$ cat src/include/srw_cfg.svh
`ifndef SRW_CFG_SVH
`define SRW_CFG_SVH

// number of supervised power rails
`define SRW_RAILS 10
// internal clock period and the millisecond tick period, both in ns
`define SRW_CLK_NS 8
`define SRW_TICK_NS 1000000
// cycles per millisecond tick, derived from the two times above
`define SRW_TICK_CYC (`SRW_TICK_NS / `SRW_CLK_NS)
`define SRW_TICK_W 17
// system-reset delay selector: code 0 is no delay, code n is 2^(n-1) ms up to code 16; higher codes clamp to 16
`define SRW_DLY_W 5
`define SRW_DLY_MAX_CODE 5'h10
`define SRW_MS_W 16
`define SRW_MS_ONE 16'h0001
// pulse width and watchdog timeout limits in ms (1 ms to 32.256 s)
`define SRW_WIDTH_MIN_MS 16'h0001
`define SRW_WIDTH_MAX_MS 16'h7E00
// initial wait selector: code 0 is none, code n is 100 ms * 2^(n-1)
`define SRW_INIT_W 4
`define SRW_WD_W 22
`define SRW_INIT_UNIT_MS 22'h00_0064
`define SRW_WD_ONE 22'h00_0001
// two pins pass the synchroniser: bit 0 kick, bit 1 release tracking
`define SRW_PINS 2
`define SRW_PIN_KICK 0
`define SRW_PIN_TRACK 1

`endif

$ cat src/include/srw_pkg.sv
`include "srw_cfg.svh"

package srw_pkg;

    // system-reset sequencer states, one-hot
    typedef enum logic [6:0]
    {
        RS_WAIT = 7'h01,
        RS_ON_DLY = 7'h02,
        RS_UP = 7'h04,
        RS_OFF_DLY = 7'h08,
        RS_PULSE = 7'h10,
        RS_WD_RST = 7'h20,
        RS_WD_REL = 7'h40
    } srw_rst_st_t;

    // supervisor timer states, one-hot
    typedef enum logic [3:0]
    {
        WD_OFF = 4'h1,
        WD_INIT = 4'h2,
        WD_RUN = 4'h4,
        WD_EXP = 4'h8
    } srw_wd_st_t;

    // system-reset configuration
    typedef struct packed
    {
        logic [`SRW_RAILS-1:0] rail_sel;
        logic [`SRW_DLY_W-1:0] dly_sel;
        logic pulse_mode;
        logic [`SRW_MS_W-1:0] width_ms;
    } srw_rst_cfg_t;

    // supervisor timer configuration
    typedef struct packed
    {
        logic enable;
        logic tie_reset;
        logic [`SRW_INIT_W-1:0] init_sel;
        logic [`SRW_MS_W-1:0] timeout_ms;
        logic kick_pin_en;
        logic track_en;
    } srw_wd_cfg_t;

    typedef struct packed
    {
        logic [`SRW_PINS-1:0] s1;
        logic [`SRW_PINS-1:0] s2;
    } srw_sync_st_t;

    typedef struct packed
    {
        logic [`SRW_TICK_W-1:0] cnt;
        logic tick;
    } srw_tick_st_t;

    typedef struct packed
    {
        srw_rst_st_t rst_st;
        srw_wd_st_t wd_st;
        logic [`SRW_MS_W-1:0] rst_cnt;
        logic [`SRW_WD_W-1:0] wd_cnt;
        logic kick_d;
        logic wd_fire;
        logic sys_reset;
        logic timeout_out;
    } srw_top_st_t;

    localparam srw_top_st_t SRW_TOP_RST = '{rst_st: RS_WAIT, wd_st: WD_OFF, rst_cnt: '0, wd_cnt: '0,
                                           kick_d: 1'b0, wd_fire: 1'b0, sys_reset: 1'b1, timeout_out: 1'b0};

endpackage

$ cat src/verilog/srw_sync.sv
`include "srw_cfg.svh"

module srw_sync
(
    input wire logic clk_i,
    input wire logic rst_n_i,
    input wire logic [`SRW_PINS-1:0] pin_i,
    output logic [`SRW_PINS-1:0] pin_o
);
    import srw_pkg::*;

    srw_sync_st_t st_ff;
    srw_sync_st_t nxt_st;

    // first stage feeds only the second stage
    always_comb
    begin
        nxt_st = st_ff;
        nxt_st.s1 = pin_i;
        nxt_st.s2 = st_ff.s1;
    end

    always_ff @(posedge clk_i or negedge rst_n_i)
    begin
        if (!rst_n_i)
        begin
            st_ff <= '0;
        end
        else
        begin
            st_ff <= nxt_st;
        end
    end

    assign pin_o = st_ff.s2;
endmodule

$ cat src/verilog/srw_tick.sv
`include "srw_cfg.svh"

module srw_tick
#(
    parameter int TICK_CYC = `SRW_TICK_CYC
)
(
    input wire logic clk_i,
    input wire logic rst_n_i,
    output logic tick_o
);
    import srw_pkg::*;

    srw_tick_st_t st_ff;
    srw_tick_st_t nxt_st;

    // free-running divider, one-cycle tick each millisecond
    always_comb
    begin
        nxt_st = st_ff;
        nxt_st.tick = 1'b0;
        if (st_ff.cnt == `SRW_TICK_W'(TICK_CYC - 1))
        begin
            nxt_st.cnt = '0;
            nxt_st.tick = 1'b1;
        end
        else
        begin
            nxt_st.cnt = st_ff.cnt + `SRW_TICK_W'(1);
        end
    end

    always_ff @(posedge clk_i or negedge rst_n_i)
    begin
        if (!rst_n_i)
        begin
            st_ff <= '0;
        end
        else
        begin
            st_ff <= nxt_st;
        end
    end

    assign tick_o = st_ff.tick;
endmodule

$ cat src/verilog/srw_top.sv
`include "srw_cfg.svh"
module srw_top
#(
    parameter int TICK_CYC = `SRW_TICK_CYC
)
(
    input wire logic clk_i,
    input wire logic nrst_i,
    input wire logic [`SRW_RAILS-1:0] pg_i,
    input wire srw_pkg::srw_rst_cfg_t rst_cfg_i,
    input wire srw_pkg::srw_wd_cfg_t wd_cfg_i,
    input wire logic kick_input_i,
    input wire logic kick_cmd_i,
    input wire logic track_input_i,
    output logic sys_reset_o,
    output logic timeout_output_o,
    output logic wd_fire_o,
    output srw_pkg::srw_rst_st_t rst_state_o,
    output srw_pkg::srw_wd_st_t wd_state_o
);
    import srw_pkg::*;

    logic rst_meta_ff;
    logic rst_n;
    logic tick;
    logic [`SRW_PINS-1:0] pin_s;
    srw_top_st_t st_ff;
    srw_top_st_t nxt_st;
    logic pg_ok;
    logic kick_evt;
    logic wd_armed;
    logic [`SRW_MS_W-1:0] dly_ms;
    logic [`SRW_MS_W-1:0] width_ms;
    logic [`SRW_MS_W-1:0] tmo_ms;
    logic [`SRW_WD_W-1:0] init_ms;

    // reset release through two flops, assertion stays asynchronous
    always_ff @(posedge clk_i or negedge nrst_i)
    begin
        if (!nrst_i)
        begin
            rst_meta_ff <= 1'b0;
            rst_n <= 1'b0;
        end
        else
        begin
            rst_meta_ff <= 1'b1;
            rst_n <= rst_meta_ff;
        end
    end

    srw_tick #(.TICK_CYC(TICK_CYC)) u_tick
    (
        .clk_i(clk_i),
        .rst_n_i(rst_n),
        .tick_o(tick)
    );

    srw_sync u_sync
    (
        .clk_i(clk_i),
        .rst_n_i(rst_n),
        .pin_i({track_input_i, kick_input_i}),
        .pin_o(pin_s)
    );

    // reset delay table: zero, then doubling from one ms; codes above the top clamp
    function automatic logic [`SRW_MS_W-1:0] dly_of(input logic [`SRW_DLY_W-1:0] code);
        logic [`SRW_DLY_W-1:0] c;
        c = (code > `SRW_DLY_MAX_CODE) ? `SRW_DLY_MAX_CODE : code;
        if (c == '0)
        begin
            return '0;
        end
        return `SRW_MS_ONE << (c - `SRW_DLY_W'(1));
    endfunction

    // initial wait table: zero, then 100 ms doubling
    function automatic logic [`SRW_WD_W-1:0] init_of(input logic [`SRW_INIT_W-1:0] code);
        if (code == '0)
        begin
            return '0;
        end
        return `SRW_INIT_UNIT_MS << (code - `SRW_INIT_W'(1));
    endfunction

    // clamp a millisecond setting into the legal 1 ms .. 32.256 s span
    function automatic logic [`SRW_MS_W-1:0] clamp_ms(input logic [`SRW_MS_W-1:0] v);
        if (v < `SRW_WIDTH_MIN_MS)
        begin
            return `SRW_WIDTH_MIN_MS;
        end
        if (v > `SRW_WIDTH_MAX_MS)
        begin
            return `SRW_WIDTH_MAX_MS;
        end
        return v;
    endfunction

    // decoded settings and events; an empty rail selection counts as good
    always_comb
    begin
        dly_ms = dly_of(rst_cfg_i.dly_sel);
        width_ms = clamp_ms(rst_cfg_i.width_ms);
        tmo_ms = clamp_ms(wd_cfg_i.timeout_ms);
        init_ms = init_of(wd_cfg_i.init_sel);
        pg_ok = &(pg_i | ~rst_cfg_i.rail_sel);
        // the pin may be unused, then only the command clears the count
        kick_evt = kick_cmd_i | (wd_cfg_i.kick_pin_en & (pin_s[`SRW_PIN_KICK] ^ st_ff.kick_d));
        // tied to reset, the timer only supervises a released processor
        wd_armed = wd_cfg_i.enable & (~wd_cfg_i.tie_reset | (st_ff.rst_st == RS_UP));
    end

    // next state of both sequencers
    always_comb
    begin
        nxt_st = st_ff;
        nxt_st.kick_d = pin_s[`SRW_PIN_KICK];
        nxt_st.wd_fire = 1'b0;
        if (tick)
        begin
            nxt_st.rst_cnt = (&st_ff.rst_cnt) ? st_ff.rst_cnt : st_ff.rst_cnt + `SRW_MS_ONE;
            nxt_st.wd_cnt = (&st_ff.wd_cnt) ? st_ff.wd_cnt : st_ff.wd_cnt + `SRW_WD_ONE;
        end
        // reset sequencer
        case (st_ff.rst_st)
            RS_WAIT:
            begin
                if (pg_ok)
                begin
                    nxt_st.rst_st = RS_ON_DLY;
                    nxt_st.rst_cnt = '0;
                end
            end
            RS_ON_DLY:
            begin
                if (!pg_ok)
                begin
                    nxt_st.rst_st = RS_WAIT;
                end
                else if (st_ff.rst_cnt >= dly_ms)
                begin
                    nxt_st.rst_st = rst_cfg_i.pulse_mode ? RS_PULSE : RS_UP;
                    nxt_st.rst_cnt = '0;
                end
            end
            RS_UP:
            begin
                if (!pg_ok)
                begin
                    // pulse mode rearms at once; level mode waits the common delay
                    nxt_st.rst_st = rst_cfg_i.pulse_mode ? RS_WAIT : RS_OFF_DLY;
                    nxt_st.rst_cnt = '0;
                end
                else if (st_ff.wd_fire && wd_cfg_i.tie_reset)
                begin
                    nxt_st.rst_st = RS_WD_RST;
                    nxt_st.rst_cnt = '0;
                end
            end
            RS_OFF_DLY:
            begin
                if (pg_ok)
                begin
                    nxt_st.rst_st = RS_UP;
                end
                else if (st_ff.rst_cnt >= dly_ms)
                begin
                    nxt_st.rst_st = RS_WAIT;
                end
            end
            RS_PULSE:
            begin
                if (st_ff.rst_cnt >= width_ms)
                begin
                    nxt_st.rst_st = RS_UP;
                end
            end
            RS_WD_RST:
            begin
                if (!pg_ok)
                begin
                    nxt_st.rst_st = RS_WAIT;
                end
                else if (wd_cfg_i.track_en ? pin_s[`SRW_PIN_TRACK] : (st_ff.rst_cnt >= width_ms))
                begin
                    // tracked release still waits the common delay before letting go
                    nxt_st.rst_st = wd_cfg_i.track_en ? RS_WD_REL : RS_UP;
                    nxt_st.rst_cnt = '0;
                end
            end
            RS_WD_REL:
            begin
                if (!pg_ok)
                begin
                    nxt_st.rst_st = RS_WAIT;
                end
                else if (st_ff.rst_cnt >= dly_ms)
                begin
                    nxt_st.rst_st = RS_UP;
                end
            end
            default:
            begin
                nxt_st.rst_st = RS_WAIT;
            end
        endcase
        // supervisor timer; a kick in the expiry cycle wins over the expiry
        if (!wd_armed)
        begin
            nxt_st.wd_st = WD_OFF;
        end
        else
        begin
            case (st_ff.wd_st)
                WD_OFF:
                begin
                    nxt_st.wd_st = WD_INIT;
                    nxt_st.wd_cnt = '0;
                end
                WD_INIT:
                begin
                    if (kick_evt || st_ff.wd_cnt >= init_ms)
                    begin
                        nxt_st.wd_st = WD_RUN;
                        nxt_st.wd_cnt = '0;
                    end
                end
                WD_RUN:
                begin
                    if (kick_evt)
                    begin
                        nxt_st.wd_cnt = '0;
                    end
                    else if (st_ff.wd_cnt >= `SRW_WD_W'(tmo_ms))
                    begin
                        nxt_st.wd_st = WD_EXP;
                        nxt_st.wd_fire = 1'b1;
                    end
                end
                WD_EXP:
                begin
                    if (kick_evt)
                    begin
                        nxt_st.wd_st = WD_RUN;
                        nxt_st.wd_cnt = '0;
                    end
                end
                default:
                begin
                    nxt_st.wd_st = WD_OFF;
                end
            endcase
        end
        // registered pin levels, taken from the next state so they track it exactly
        nxt_st.sys_reset = (~rst_cfg_i.pulse_mode & (nxt_st.rst_st == RS_WAIT || nxt_st.rst_st == RS_ON_DLY))
                         | (nxt_st.rst_st == RS_PULSE) | (nxt_st.rst_st == RS_WD_RST)
                         | (nxt_st.rst_st == RS_WD_REL);
        nxt_st.timeout_out = (nxt_st.wd_st == WD_EXP);
    end

    always_ff @(posedge clk_i or negedge rst_n)
    begin
        if (!rst_n)
        begin
            st_ff <= SRW_TOP_RST;
        end
        else
        begin
            st_ff <= nxt_st;
        end
    end

    // outputs straight from the state register
    assign sys_reset_o = st_ff.sys_reset;
    assign timeout_output_o = st_ff.timeout_out;
    assign wd_fire_o = st_ff.wd_fire;
    assign rst_state_o = st_ff.rst_st;
    assign wd_state_o = st_ff.wd_st;
endmodule

$ cat config.mk
export PLATFORM = sky130hd
export DESIGN_NAME = srw_top
export DESIGN_NICKNAME = d
export VERILOG_FILES = /design/src/include/srw_pkg.sv /design/src/verilog/srw_sync.sv /design/src/verilog/srw_tick.sv /design/src/verilog/srw_top.sv
export VERILOG_INCLUDE_DIRS = /design/src /design/src/include
export SDC_FILE = /design/constraint.sdc
export NUM_CORES = 1
export LEC_CHECK = 0
export BUFFER_PORTS_ARGS = -buffer_cell sky130_fd_sc_hd__clkbuf_2
export CORE_MARGIN = 5
export CORE_UTILIZATION = 55
export CTS_BUF_LIST = sky130_fd_sc_hd__clkbuf_16
export DETAILED_ROUTE_END_ITERATION = 8
export HOLD_SLACK_MARGIN = 0.08
export PLACE_DENSITY = 0.78
export SETUP_SLACK_MARGIN = 0.3
export SLEW_MARGIN = 20
export SYNTH_ARGS = -nofsm -noshare
export SYNTH_HDL_FRONTEND = slang
export SYNTH_HIERARCHICAL = 1
export SYNTH_SLANG_ARGS = --single-unit
export TNS_END_PERCENT = 1
$ cat constraint.sdc
create_clock -name clk_i -period 2.7 [get_ports clk_i]
set_input_delay 0.405 -clock clk_i [delete_from_list [all_inputs] [get_ports clk_i]]
set_output_delay 0.405 -clock clk_i [all_outputs]
set_load 0.01 [all_outputs]
==> results.md, run 1 <==
* Total global routing overflow at 0
* Row count at 39
* Clock Latency Late Sink at 0.34 ns
* Final Core Density at 0.720
* Unrepaired setup endpoints after global routing: true
* Final min period at 2.91 ns
* DRT Pass-1 Iters at 5
* Final WS setup at -0.209 ns
* Number of synthesis warnings at 6
* Syn-to-layout area delta at 27.3%
* Clk root buf: clkbuf_16
* CTS Buffer Depth at 2
* Crit-path cells: clkbuf_2 > inv_1 > ha_2 > nor2_1 > a21o_1 > a221oi_2 > a211oi_1 > a31oi_1 > ha_1 > nand4_1 > inv_1 > a211oi_2 > a311oi_2 > a2111oi_2 > o211ai_1 > a2111oi_2
* CTS buffer count at 9
* Worst VDD drop at 504 uV
* Die Ht at 119 um
* DRC at 0
* Static leakage at 3.88 nW
* Post-Syn Area per Cell at 8.60 um^2
* EDFF count, synth at 0
* Maxcap violations at 0
* Via count at 6238
* Async SR Flop Fraction at 1.00
* Post-synthesis cell count at 757
* Average wire per standard cell at 16.0 um
* Final period util at 1.08
* Cell Area, Synth at 0.00651 mm^2
* Sequential share of the synthesized area at 0.296
* Largest net degree at the start of global routing at 69
* Final Instance Area at 0.00829 mm^2
* Final Max Slew Viols at 0
* Core area at 0.0115 mm^2
* Post-route ant nets at 0
* H-tree depth at 3
* Gr usage total at 0.238
* I/O Buffers at 84
* Worst Tran Pin Value at 0.495 ns
* DP Area at 0.00770 mm^2
* Most common cell after layout, fill and taps aside: nand2_1
* Worst-path clk slew at 0.06 ns
* Initial antenna violation count at 0
* First-pass GRT wire length at 28.4 mm
* Netlist cell types at 73
* Worst Path Max Fanout at 3
* Status: complete, but fails checks
* Vias per inst at 5.85
* Synth Flop Type: dfrtp_1
* Die ar. at 0.0141 mm^2
* PwrDens at 547 mW/mm^2
* Overall power at 4.54 mW
* Critical path endpoint category: flop
* CTS tree: yes
* NumNets Final at 1069
* GP Congestion at 0.952
* Critical-path top delay cell: a2111oi_2
* FF+latch count, synth at 77
* HP Class: reg2async
* Total clock sinks at 77
* Initial Util at 0.566
* Worst setup SP type: input pin
* Most frequent cells in the layout: nand2_1 (100), clkbuf_2 (83), nor2_1 (80)
* DRT Wirelength at 17.0 mm
* Slew HR at 0.668
* Clock skew at 0.00551 ns
* Antenna cells at 0
* Fmax at 344 MHz
* # setup viols final at 34
* Final Hold Viols at 0
* Post-DP HPWL at 13.0 mm
* Share of cells above drive strength 1 at 0.304
* Vias in the first global route at 6206
* Violated checks: negative setup slack
* CP arrival at 3.14 ns
* Critical path class: in2reg
* Critical path required time at 2.93 ns
* Die Wd at 119 um
* Crit-path max cell delay at 0.32 ns
* Initial DRC Count at 396
* # IOs at 85
through the flow:
stage                     cells  setup TNS, ns  hold slack (ns)  setup slack, ns
final                      1067          -2.76            0.128           -0.209
after detailed placement   1050         -26.79            0.125           -0.788
after global placement     1050         -20.92            0.127           -0.568
after CTS                  1067          -2.12            0.132           -0.167
after global routing       1067         -10.23            0.147           -0.416
after floorplan             759          -6.63            0.109           -0.183
worst max-delay path, delay by kind of cell:
family | cells | cell delay (ns)
buffers and inverters | 3 | 0.27
AND/OR/NAND/NOR | 2 | 0.19
adder cells (fa/ha/maj) | 2 | 0.49
AO/OA/AOI/OAI | 9 | 1.80
cell usage after synthesis (all sizes together) (9+ instances only):
cell type / instances / share of area
ha: 79 / 0.15
nand2b: 14 / 0.013
nand2: 102 / 0.059
dfrtp: 74 / 0.28
nor3: 23 / 0.021
a21oi: 30 / 0.024
nand3: 37 / 0.031
xor2: 21 / 0.028
nand4: 25 / 0.027
xnor2: 27 / 0.036
inv: 20 / 0.012
nor4: 14 / 0.016
a21o: 19 / 0.022
nor2: 102 / 0.066
buf: 18 / 0.022
o21ai: 32 / 0.027
o31ai: 9 / 0.016
worst paths after layout:
check	start	end	slack [ns]	cells after the start
max	wd_cfg_i[19]	wd_state_o[1]$_DFF_PN0_	-0.21	16
min	rst_n$_DFF_PN0_	st_ff[14]$_DFF_PN0_	0.13	0
max reg2reg	st_ff[15]$_DFF_PN0_	wd_state_o[1]$_DFF_PN0_	0.30	8
min reg2reg	rst_n$_DFF_PN0_	st_ff[14]$_DFF_PN0_	0.13	0
max in group asynchronous	rst_n$_DFF_PN0_	sys_reset_o$_DFF_PN1_	1.92	1
min in group clk_i	kick_input_i	u_sync/nxt_st[0]$_DFF_PN0_	0.17	1
power breakdown:
part / total [mW] / internal [mW] / switching, mW
combinational: 1.77 / 0.839 / 0.929
clock: 1.27 / 0.804 / 0.468
sequential: 1.50 / 1.28 / 0.212
cell families (layout without fill, tap and decap cells):
logic type | Yosys count | count (layout) | share of synthesized area
xor gates and xnor gates | 48 | 48 | 0.0645
other | 1 | 3 | 0.000576
muxes | 1 | 1 | 0.00154
DFF | 77 | 77 | 0.296
and+or+nand+nor | 367 | 367 | 0.290
adders and majority gates | 79 | 79 | 0.152
buffers and inverters | 43 | 208 | 0.0359
AOI/OAI and AO/OA | 141 | 141 | 0.159
area by class of cell:
class,count,area (um^2)
flip-flops and latches,77,1930
fillers,885,3230
clock buffers,9,225
inverters,20,75.1
repair buffers,172,1140
well taps,143,179
multi-input cells,639,4650
clock inverters,7,90.1
repair_timing:
action                                  CTS  global route
resized for setup                        26            33
cloned                                    0             0
buffers inserted                          0             0
endpoints found under the hold margin     2             0
pin swaps                                18            19
hold buffers                              1             0
endpoints found under the setup margin   51            51
flip-flops by register name, summed over array words and instances, names as in the netlist:
name              count
u_sync/nxt_st         2
wd_state_o            4
st_ff                39
rst_n                 1
sys_reset_o           1
rst_meta_ff           1
u_tick/st_ff         17
wd_fire_o             1
timeout_output_o      1
rst_state_o           7
u_tick/tick_o         1
u_sync/pin_o          2
routing by layer:
metal	global-route usage	up-vias	wire length [um]
met5	0	-	0
met4	0.0673	0	302
met3	0.0445	26	782
met2	0.420	168	8720
met1	0.299	2977	7230
li1	-	3067	-
Power figures use the tool's default switching activity.
==> run 2: changes to the inputs <==
--- a/config.mk
+++ b/config.mk
@@ -13,6 +13,7 @@
 export DETAILED_ROUTE_END_ITERATION = 8
 export HOLD_SLACK_MARGIN = 0.08
 export PLACE_DENSITY = 0.78
+export REMOVE_ABC_BUFFERS = 1
 export SETUP_SLACK_MARGIN = 0.3
 export SLEW_MARGIN = 20
 export SYNTH_ARGS = -nofsm -noshare
==> run 2 against run 1 <==
The flow still finishes with violations (negative setup slack). Sequential power barely moved. Largest cell class unchanged. Cell area rose by 2.4%. Fmax rose by 3.3%. Sequential share of layout area fell by 0.54 points. Flip-flop and latch count is the same. Combinational power grew 5%. Utilization is 1.7 points higher. First-iteration DRC count grew 20%. Via count is 3.5% higher. Total power rose by 0.75%.
==> results.md, run 2 (same netlist as run 1, synthesis figures left out) <==
* Maxcap violations at 0 (unchanged)
* Syn-to-layout area delta at 30.3% (was 27.3%)
* Total global routing overflow at 0 (unchanged)
* Core area at 0.0115 mm^2 (unchanged)
* Initial antenna violation count at 0 (unchanged)
* Clock Latency Late Sink at 0.35 ns (was 0.34 ns)
* Largest register by flop count: st_ff (unchanged)
* GP Congestion at 0.919 (was 0.952)
* Post-route ant nets at 0 (unchanged)
* Die Wd at 119 um (unchanged)
* Worst path bufs/invs at 3 (unchanged)
* Critical-path top delay cell: a311oi_2 (was a2111oi_2)
* CTS Buffer Depth at 2 (unchanged)
* Fin cells at 1077 (was 1067)
* Critical path endpoint category: flop (unchanged)
* Fmax at 355 MHz (was 344 MHz)
* Worst VDD drop at 553 uV (was 504 uV)
* DRT Wirelength at 18.3 mm (was 17.0 mm)
* Overall power at 4.57 mW (was 4.54 mW)
* CTS tree: yes (unchanged)
* Most common cell after layout, fill and taps aside: nand2_1 (unchanged)
* Crit-path cells: clkbuf_16 > o31ai_4 > o31a_1 > buf_6 > o211ai_1 > ha_1 > nand4_1 > a211o_1 > a311oi_2 > o21ai_2 > o31ai_4 > buf_12 > nor2_2 (was clkbuf_2 > inv_1 > ha_2 > nor2_1 > a21o_1 > a221oi_2 > a211oi_1 > a31oi_1 > ha_1 > nand4_1 > inv_1 > a211oi_2 > a311oi_2 > a2111oi_2 > o211ai_1 > a2111oi_2)
* Min Hold Slack at 0.166 ns (was 0.128 ns)
* Final period util at 1.04 (was 1.08)
* Placed Instances at 1049 (was 1050)
* Sequential cell fraction of total power at 0.334 (was 0.330)
* Final Hold Viols at 0 (unchanged)
* Post-route setup TNS at -2.27 ns (was -2.76 ns)
* Fill count at 832 (was 885)
* # IOs at 85 (unchanged)
* Initial DRC Count at 476 (was 396)
* Static leakage at 3.97 nW (was 3.88 nW)
* Status: complete, but fails checks (unchanged)
* Most frequent cells in the layout: nand2_1 (101), buf_4 (87), clkbuf_2 (82) (was nand2_1 (100), clkbuf_2 (83), nor2_1 (80))
* Sw Share at 0.373 (was 0.355)
* Levels on crit path at 13 (was 16)
* Clk root buf: clkbuf_16 (unchanged)
* CP arrival at 3.04 ns (was 3.14 ns)
* Row count at 39 (unchanged)
* Vias in the first global route at 6671 (was 6206)
* Worst Tran Pin Value at 0.517 ns (was 0.495 ns)
* CP startpoint: wd_cfg_i[18] (was wd_cfg_i[19])
* Slew HR at 0.655 (was 0.668)
* # setup viols final at 32 (was 34)
* Vias per inst at 6.00 (was 5.85)
* H-tree depth at 3 (unchanged)
* DRT Pass-1 Iters at 6 (was 5)
* Worst Reg-to-Reg Cells at 9 (was 8)
* Via count at 6459 (was 6238)
* Unrepaired setup endpoints after global routing: true (unchanged)
* Initial Util at 0.566 (unchanged)
* HP Class: in2reg (was reg2async)
* Die ar. at 0.0141 mm^2 (unchanged)
* Max reg flops at 39 (unchanged)
* Critical path class: in2reg (unchanged)
* Gr usage total at 0.260 (was 0.238)
* Clock skew at 0.0123 ns (was 0.00551 ns)
* Final Core Density at 0.737 (was 0.720)
* Final WS setup at -0.116 ns (was -0.209 ns)
* Total clock sinks at 77 (unchanged)
* Share of cells above drive strength 1 at 0.322 (was 0.304)
* Die Ht at 119 um (unchanged)
* Int Power at 2.86 mW (was 2.93 mW)
* Net Sw Power at 1.71 mW (was 1.61 mW)
* Final Max Slew Viols at 0 (unchanged)
* Worst setup SP type: input pin (unchanged)
* First-pass GRT wire length at 30.6 mm (was 28.4 mm)
* Critical path capture point: st_ff[14]$_DFF_PN0_ (was wd_state_o[1]$_DFF_PN0_)
* Most frequent CP cell: o31ai_4
* Largest net degree at the start of global routing at 58 (was 69)
* DRC at 0 (unchanged)
* Final min period at 2.82 ns (was 2.91 ns)
* Reg2Reg Capture Point: st_ff[40]$_DFF_PN0_ (was wd_state_o[1]$_DFF_PN0_)
* R2R Setup Slk at 0.26 ns (was 0.30 ns)
* Violated checks: negative setup slack (unchanged)
* Critical path required time at 2.93 ns (about the same)
* CTS buffer count at 9 (unchanged)
* Worst-path clk slew at 0.05 ns (was 0.06 ns)
* Logic pwr share at 0.406 (was 0.390)
* I/O Buffers at 84 (unchanged)
* Clk network pwr share at 0.259 (was 0.280)
* Post-DP HPWL at 13.4 mm (was 13.0 mm)
* Crit-path max cell delay at 0.38 ns (was 0.32 ns)
* Antenna cells at 0 (unchanged)
* Crit-path leading delay family: compound AO/OA/AOI/OAI gates (unchanged)
* Average wire per standard cell at 17.0 um (was 16.0 um)
* Worst Path Max Fanout at 7 (was 3)
* NumNets Final at 1079 (was 1069)
* PwrDens at 538 mW/mm^2 (was 547 mW/mm^2)
* FF-to-FF Start: st_ff[37]$_DFF_PN0_ (was st_ff[15]$_DFF_PN0_)
==> run 2: cell types whose count changed in the layout (fill, tap and decap cells not counted), moves of 3 or more <==
cell       previous run  this run
buf_4                79        87
nor2_1               80        74
nor2_2               21        27
clkbuf_16             9        12
ha_4                  3         6
inv_1                19        22
==> run 2: how the worst min path moves through the flow <==
stage            startpoint                          to  slack, ns  cells after the start
6_report       kick_input_i  u_sync/nxt_st[0]$_DFF_PN0_       0.17                      1
4_1_cts        kick_input_i  u_sync/nxt_st[0]$_DFF_PN0_       0.16                      1
3_3_place_gp         nrst_i       rst_meta_ff$_DFF_PN0_       0.19                      1
2_1_floorplan        nrst_i       rst_meta_ff$_DFF_PN0_       0.11                      0
5_1_grt        kick_input_i  u_sync/nxt_st[0]$_DFF_PN0_       0.17                      1
3_5_place_dp         nrst_i       rst_meta_ff$_DFF_PN0_       0.20                      1
==> run 2: final cells by class <==
class,count,area [um^2],share of cell area
Tap cell,143,179,0.0211
Inverter,20,90.1,0.0106
Sequential cell,77,1930,0.228
Timing Repair Buffer,182,1270,0.150
Clock buffer,9,225,0.0265
Clock inverter,7,61.3,0.00722
Multi-Input combinational cell,639,4730,0.557
==> run 2: power groups by stage <==
stage	registers [mW]	logic, mW	clock network [mW]
2_1_floorplan	1.48	0.904	0
3_3_place_gp	1.51	1.41	0
3_5_place_dp	1.52	1.50	0
4_1_cts	1.51	1.67	1.20
5_1_grt	1.54	2.05	1.25
6_report	1.53	1.86	1.18
==> run 2: metrics by stage <==
step / cell area [um^2] / setup slack (ns)
5_1_grt: 8490 / -0.277
4_1_cts: 8390 / -0.0485
2_1_floorplan: 6360 / -0.457
3_5_place_dp: 7650 / -0.667
6_report: 8490 / -0.116
3_3_place_gp: 7650 / -0.598
==> run 2: what timing repair did <==
action                     4_1_cts  5_1_grt
gates cloned                     2        0
setup endpoints to repair       51       51
hold endpoints to repair         2        0
pin swaps                       58       14
hold buffers                     1        0
gates resized for setup         81       19
buffers inserted                 9        0
==> run 2: metal layers <==
| metal | global-route usage | vias to the layer above | part of all wire |
|---|---|---|---|
| li1 | - | 3083 | - |
| met1 | 0.307 | 3098 | 0.40 |
| met2 | 0.460 | 223 | 0.51 |
| met3 | 0.0597 | 55 | 0.060 |
| met4 | 0.101 | 0 | 0.030 |
| met5 | 0 | - | 0 |
==> run 3: changes to the inputs <==
--- a/config.mk
+++ b/config.mk
@@ -14,7 +14,6 @@
 export HOLD_SLACK_MARGIN = 0.08
 export PLACE_DENSITY = 0.78
 export REMOVE_ABC_BUFFERS = 1
-export SETUP_SLACK_MARGIN = 0.3
 export SLEW_MARGIN = 20
 export SYNTH_ARGS = -nofsm -noshare
 export SYNTH_HDL_FRONTEND = slang
==> run 3 against run 2 <==
The flow still finishes with violations (negative setup slack). Sequential power about the same. Setup slack improved by 0.014 ns. First-iteration DRC count increased by 2.1%. Critical path type unchanged.
==> results.md, run 3 (same netlist as run 1, synthesis figures left out) <==
* Clk root buf: clkbuf_16 (unchanged)
* Worst Path Max Fanout at 7 (unchanged)
* # IOs at 85 (unchanged)
* Row count at 39 (unchanged)
* Via count at 6434 (was 6459)
* Worst Tran Pin Value at 0.535 ns (was 0.517 ns)
* Core area at 0.0115 mm^2 (unchanged)
* Hold_sp: kick_input_i (unchanged)
* I/O Buffers at 84 (unchanged)
* Worst setup SP type: input pin (unchanged)
* Initial antenna violation count at 0 (unchanged)
* First-pass GRT wire length at 30.6 mm (about the same)
* PwrDens at 541 mW/mm^2 (was 538 mW/mm^2)
* Clock Latency Late Sink at 0.35 ns (about the same)
* Max reg flops at 39 (unchanged)
* Gr usage total at 0.260 (about the same)
* CTS Buffer Depth at 2 (unchanged)
* Die Wd at 119 um (unchanged)
* Crit-path cells: clkbuf_16 > o31ai_4 > o31a_1 > buf_6 > o211ai_1 > ha_1 > nand4_1 > a211o_1 > a311oi_2 > o21ai_2 > o31ai_4 > buf_12 > nor2_2 (unchanged)
* CP arrival at 3.03 ns (was 3.04 ns)
* Critical path required time at 2.93 ns (about the same)
* Share of cells above drive strength 1 at 0.313 (was 0.322)
* Final Instance Area at 0.00844 mm^2 (was 0.00849 mm^2)
* Post-DP HPWL at 13.4 mm (unchanged)
* Total global routing overflow at 0 (unchanged)
* H-tree depth at 3 (unchanged)
* Maxcap violations at 0 (unchanged)
* DRT Pass-1 Iters at 6 (unchanged)
* Worst VDD drop at 575 uV (was 553 uV)
* Fmax at 357 MHz (was 355 MHz)
* CTS buffer count at 9 (unchanged)
* Slew HR at 0.643 (was 0.655)
* CTS tree: yes (unchanged)
* FF-to-FF Start: st_ff[37]$_DFF_PN0_ (unchanged)
* Vias per inst at 5.97 (was 6.00)
* Vias in the first global route at 6666 (was 6671)
* Unrepaired setup endpoints after global routing: true (unchanged)
* Final Max Slew Viols at 0 (unchanged)
* Final Core Density at 0.733 (was 0.737)
* Die ar. at 0.0141 mm^2 (unchanged)
* DP Area at 0.00765 mm^2 (unchanged)
* Status: complete, but fails checks (unchanged)
* Static leakage at 3.95 nW (was 3.97 nW)
* Violated checks: negative setup slack (unchanged)
* DRC at 0 (unchanged)
* Post-route ant nets at 0 (unchanged)
* Clock skew at 0.0122 ns (was 0.0123 ns)
* Crit-path leading delay family: compound AO/OA/AOI/OAI gates (unchanged)
* Most common cell after layout, fill and taps aside: nand2_1 (unchanged)
* GP Congestion at 0.919 (unchanged)
* Final period util at 1.04 (about the same)
* Antenna cells at 0 (unchanged)
* Critical path class: in2reg (unchanged)
* Initial Util at 0.566 (unchanged)
* Critical path endpoint category: flop (unchanged)
* Crit-path max cell delay at 0.37 ns (was 0.38 ns)
* # setup viols final at 27 (was 32)
* Most frequent cells in the layout: nand2_1 (101), buf_4 (88), clkbuf_2 (82) (was nand2_1 (101), buf_4 (87), clkbuf_2 (82))
* Worst path bufs/invs at 3 (unchanged)
* Largest register by flop count: st_ff (unchanged)
* Final Hold Viols at 0 (unchanged)
* Worst-path clk slew at 0.05 ns (about the same)
* Total clock sinks at 77 (unchanged)
* HP Class: in2reg (unchanged)
* Initial DRC Count at 486 (was 476)
* Final min period at 2.80 ns (was 2.82 ns)
* Critical-path top delay cell: a311oi_2 (unchanged)
* Final WS setup at -0.101 ns (was -0.116 ns)
* DRT Wirelength at 18.3 mm (about the same)
* CP startpoint: wd_cfg_i[18] (unchanged)
* NumNets Final at 1079 (unchanged)
* Most frequent CP cell: o31ai_4 (unchanged)
* Die Ht at 119 um (unchanged)
* Syn-to-layout area delta at 29.6% (was 30.3%)
* Average wire per standard cell at 17.0 um (about the same)
* Largest net degree at the start of global routing at 58 (unchanged)
-- run 3: changes by cell type in the layout (fill, tap and decap cells not counted), moves of 2 or more --
cell	before	now
nor2_1	74	76
nor2_2	27	25
a21oi_2	8	6
a21oi_1	20	22
o21ai_1	7	5
o21ai_0	17	20
-- run 3: power breakdown --
| part | total (mW) | switching [mW] | leakage, nW | internal (mW) |
|---|---|---|---|---|
| clock | 1.19 | 0.481 | 0.151 | 0.705 |
| sequential | 1.53 | 0.247 | 1.03 | 1.28 |
| combinational | 1.85 | 0.981 | 2.78 | 0.871 |
| total | 4.57 | 1.71 | 3.95 | 2.86 |
-- run 3: final cells by class --
| type | count | area [um^2] |
|---|---|---|
| Clock inverter | 7 | 61.3 |
| Sequential cell | 77 | 1930 |
| Timing Repair Buffer | 182 | 1270 |
| Clock buffer | 9 | 225 |
| Multi-Input combinational cell | 639 | 4690 |
| Fill cell | 842 | 3070 |
| Tap cell | 143 | 179 |
| Inverter | 20 | 90.1 |
-- run 3: metrics by stage --
stage / TNS [ns] / setup WS, ns / hold WS [ns] / power [mW] / std cells
detailed placement: -27.80 / -0.667 / 0.201 / 3.02 / 1049
floorplan: -13.57 / -0.457 / 0.109 / 2.38 / 736
finish: -2.00 / -0.101 / 0.166 / 4.57 / 1077
global route: -8.56 / -0.277 / 0.169 / 4.84 / 1077
CTS: -1.01 / -0.0485 / 0.159 / 4.36 / 1077
global placement: -23.27 / -0.598 / 0.190 / 2.93 / 1049
-- run 3: final timing paths --
path	slack [ns]	endpoint	depth (start not counted)
setup / recovery	-0.10	st_ff[14]$_DFF_PN0_	13
hold / removal	0.17	u_sync/nxt_st[0]$_DFF_PN0_	1
setup reg to reg	0.24	st_ff[40]$_DFF_PN0_	9
hold reg to reg	0.21	u_tick/st_ff[6]$_DFF_PN0_	0
max in group asynchronous	1.77	rst_state_o[0]$_DFF_PN1_	1
min in group asynchronous	0.21	u_tick/st_ff[6]$_DFF_PN0_	0
-- run 3: per-layer routing --
metal / GRT usage / vias to the layer above / share of wire
met3: 0.0597 / 57 / 0.061
met1: 0.305 / 3081 / 0.40
met2: 0.459 / 217 / 0.51
met5: 0 / - / 0
met4: 0.104 / 0 / 0.029
li1: - / 3079 / -
-- run 3: what timing repair did --
item,in CTS,in global routing
cloned,2,0
setup buffers,9,0
hold buffers,1,0
pin swaps,42,12
resized for setup,66,21
setup endpoints to repair,49,49
endpoints found under the hold margin,2,0
-- run 3: worst reg2reg max path: cells and delay by family, from the launching register on --
kind	cells	cell delay, ns
AO/OA/AOI/OAI	5	0.96
adder cells (fa/ha/maj)	1	0.38
buffers and inverters	1	0.16
flip-flops	1	0.48
AND/OR/NAND/NOR	2	0.39
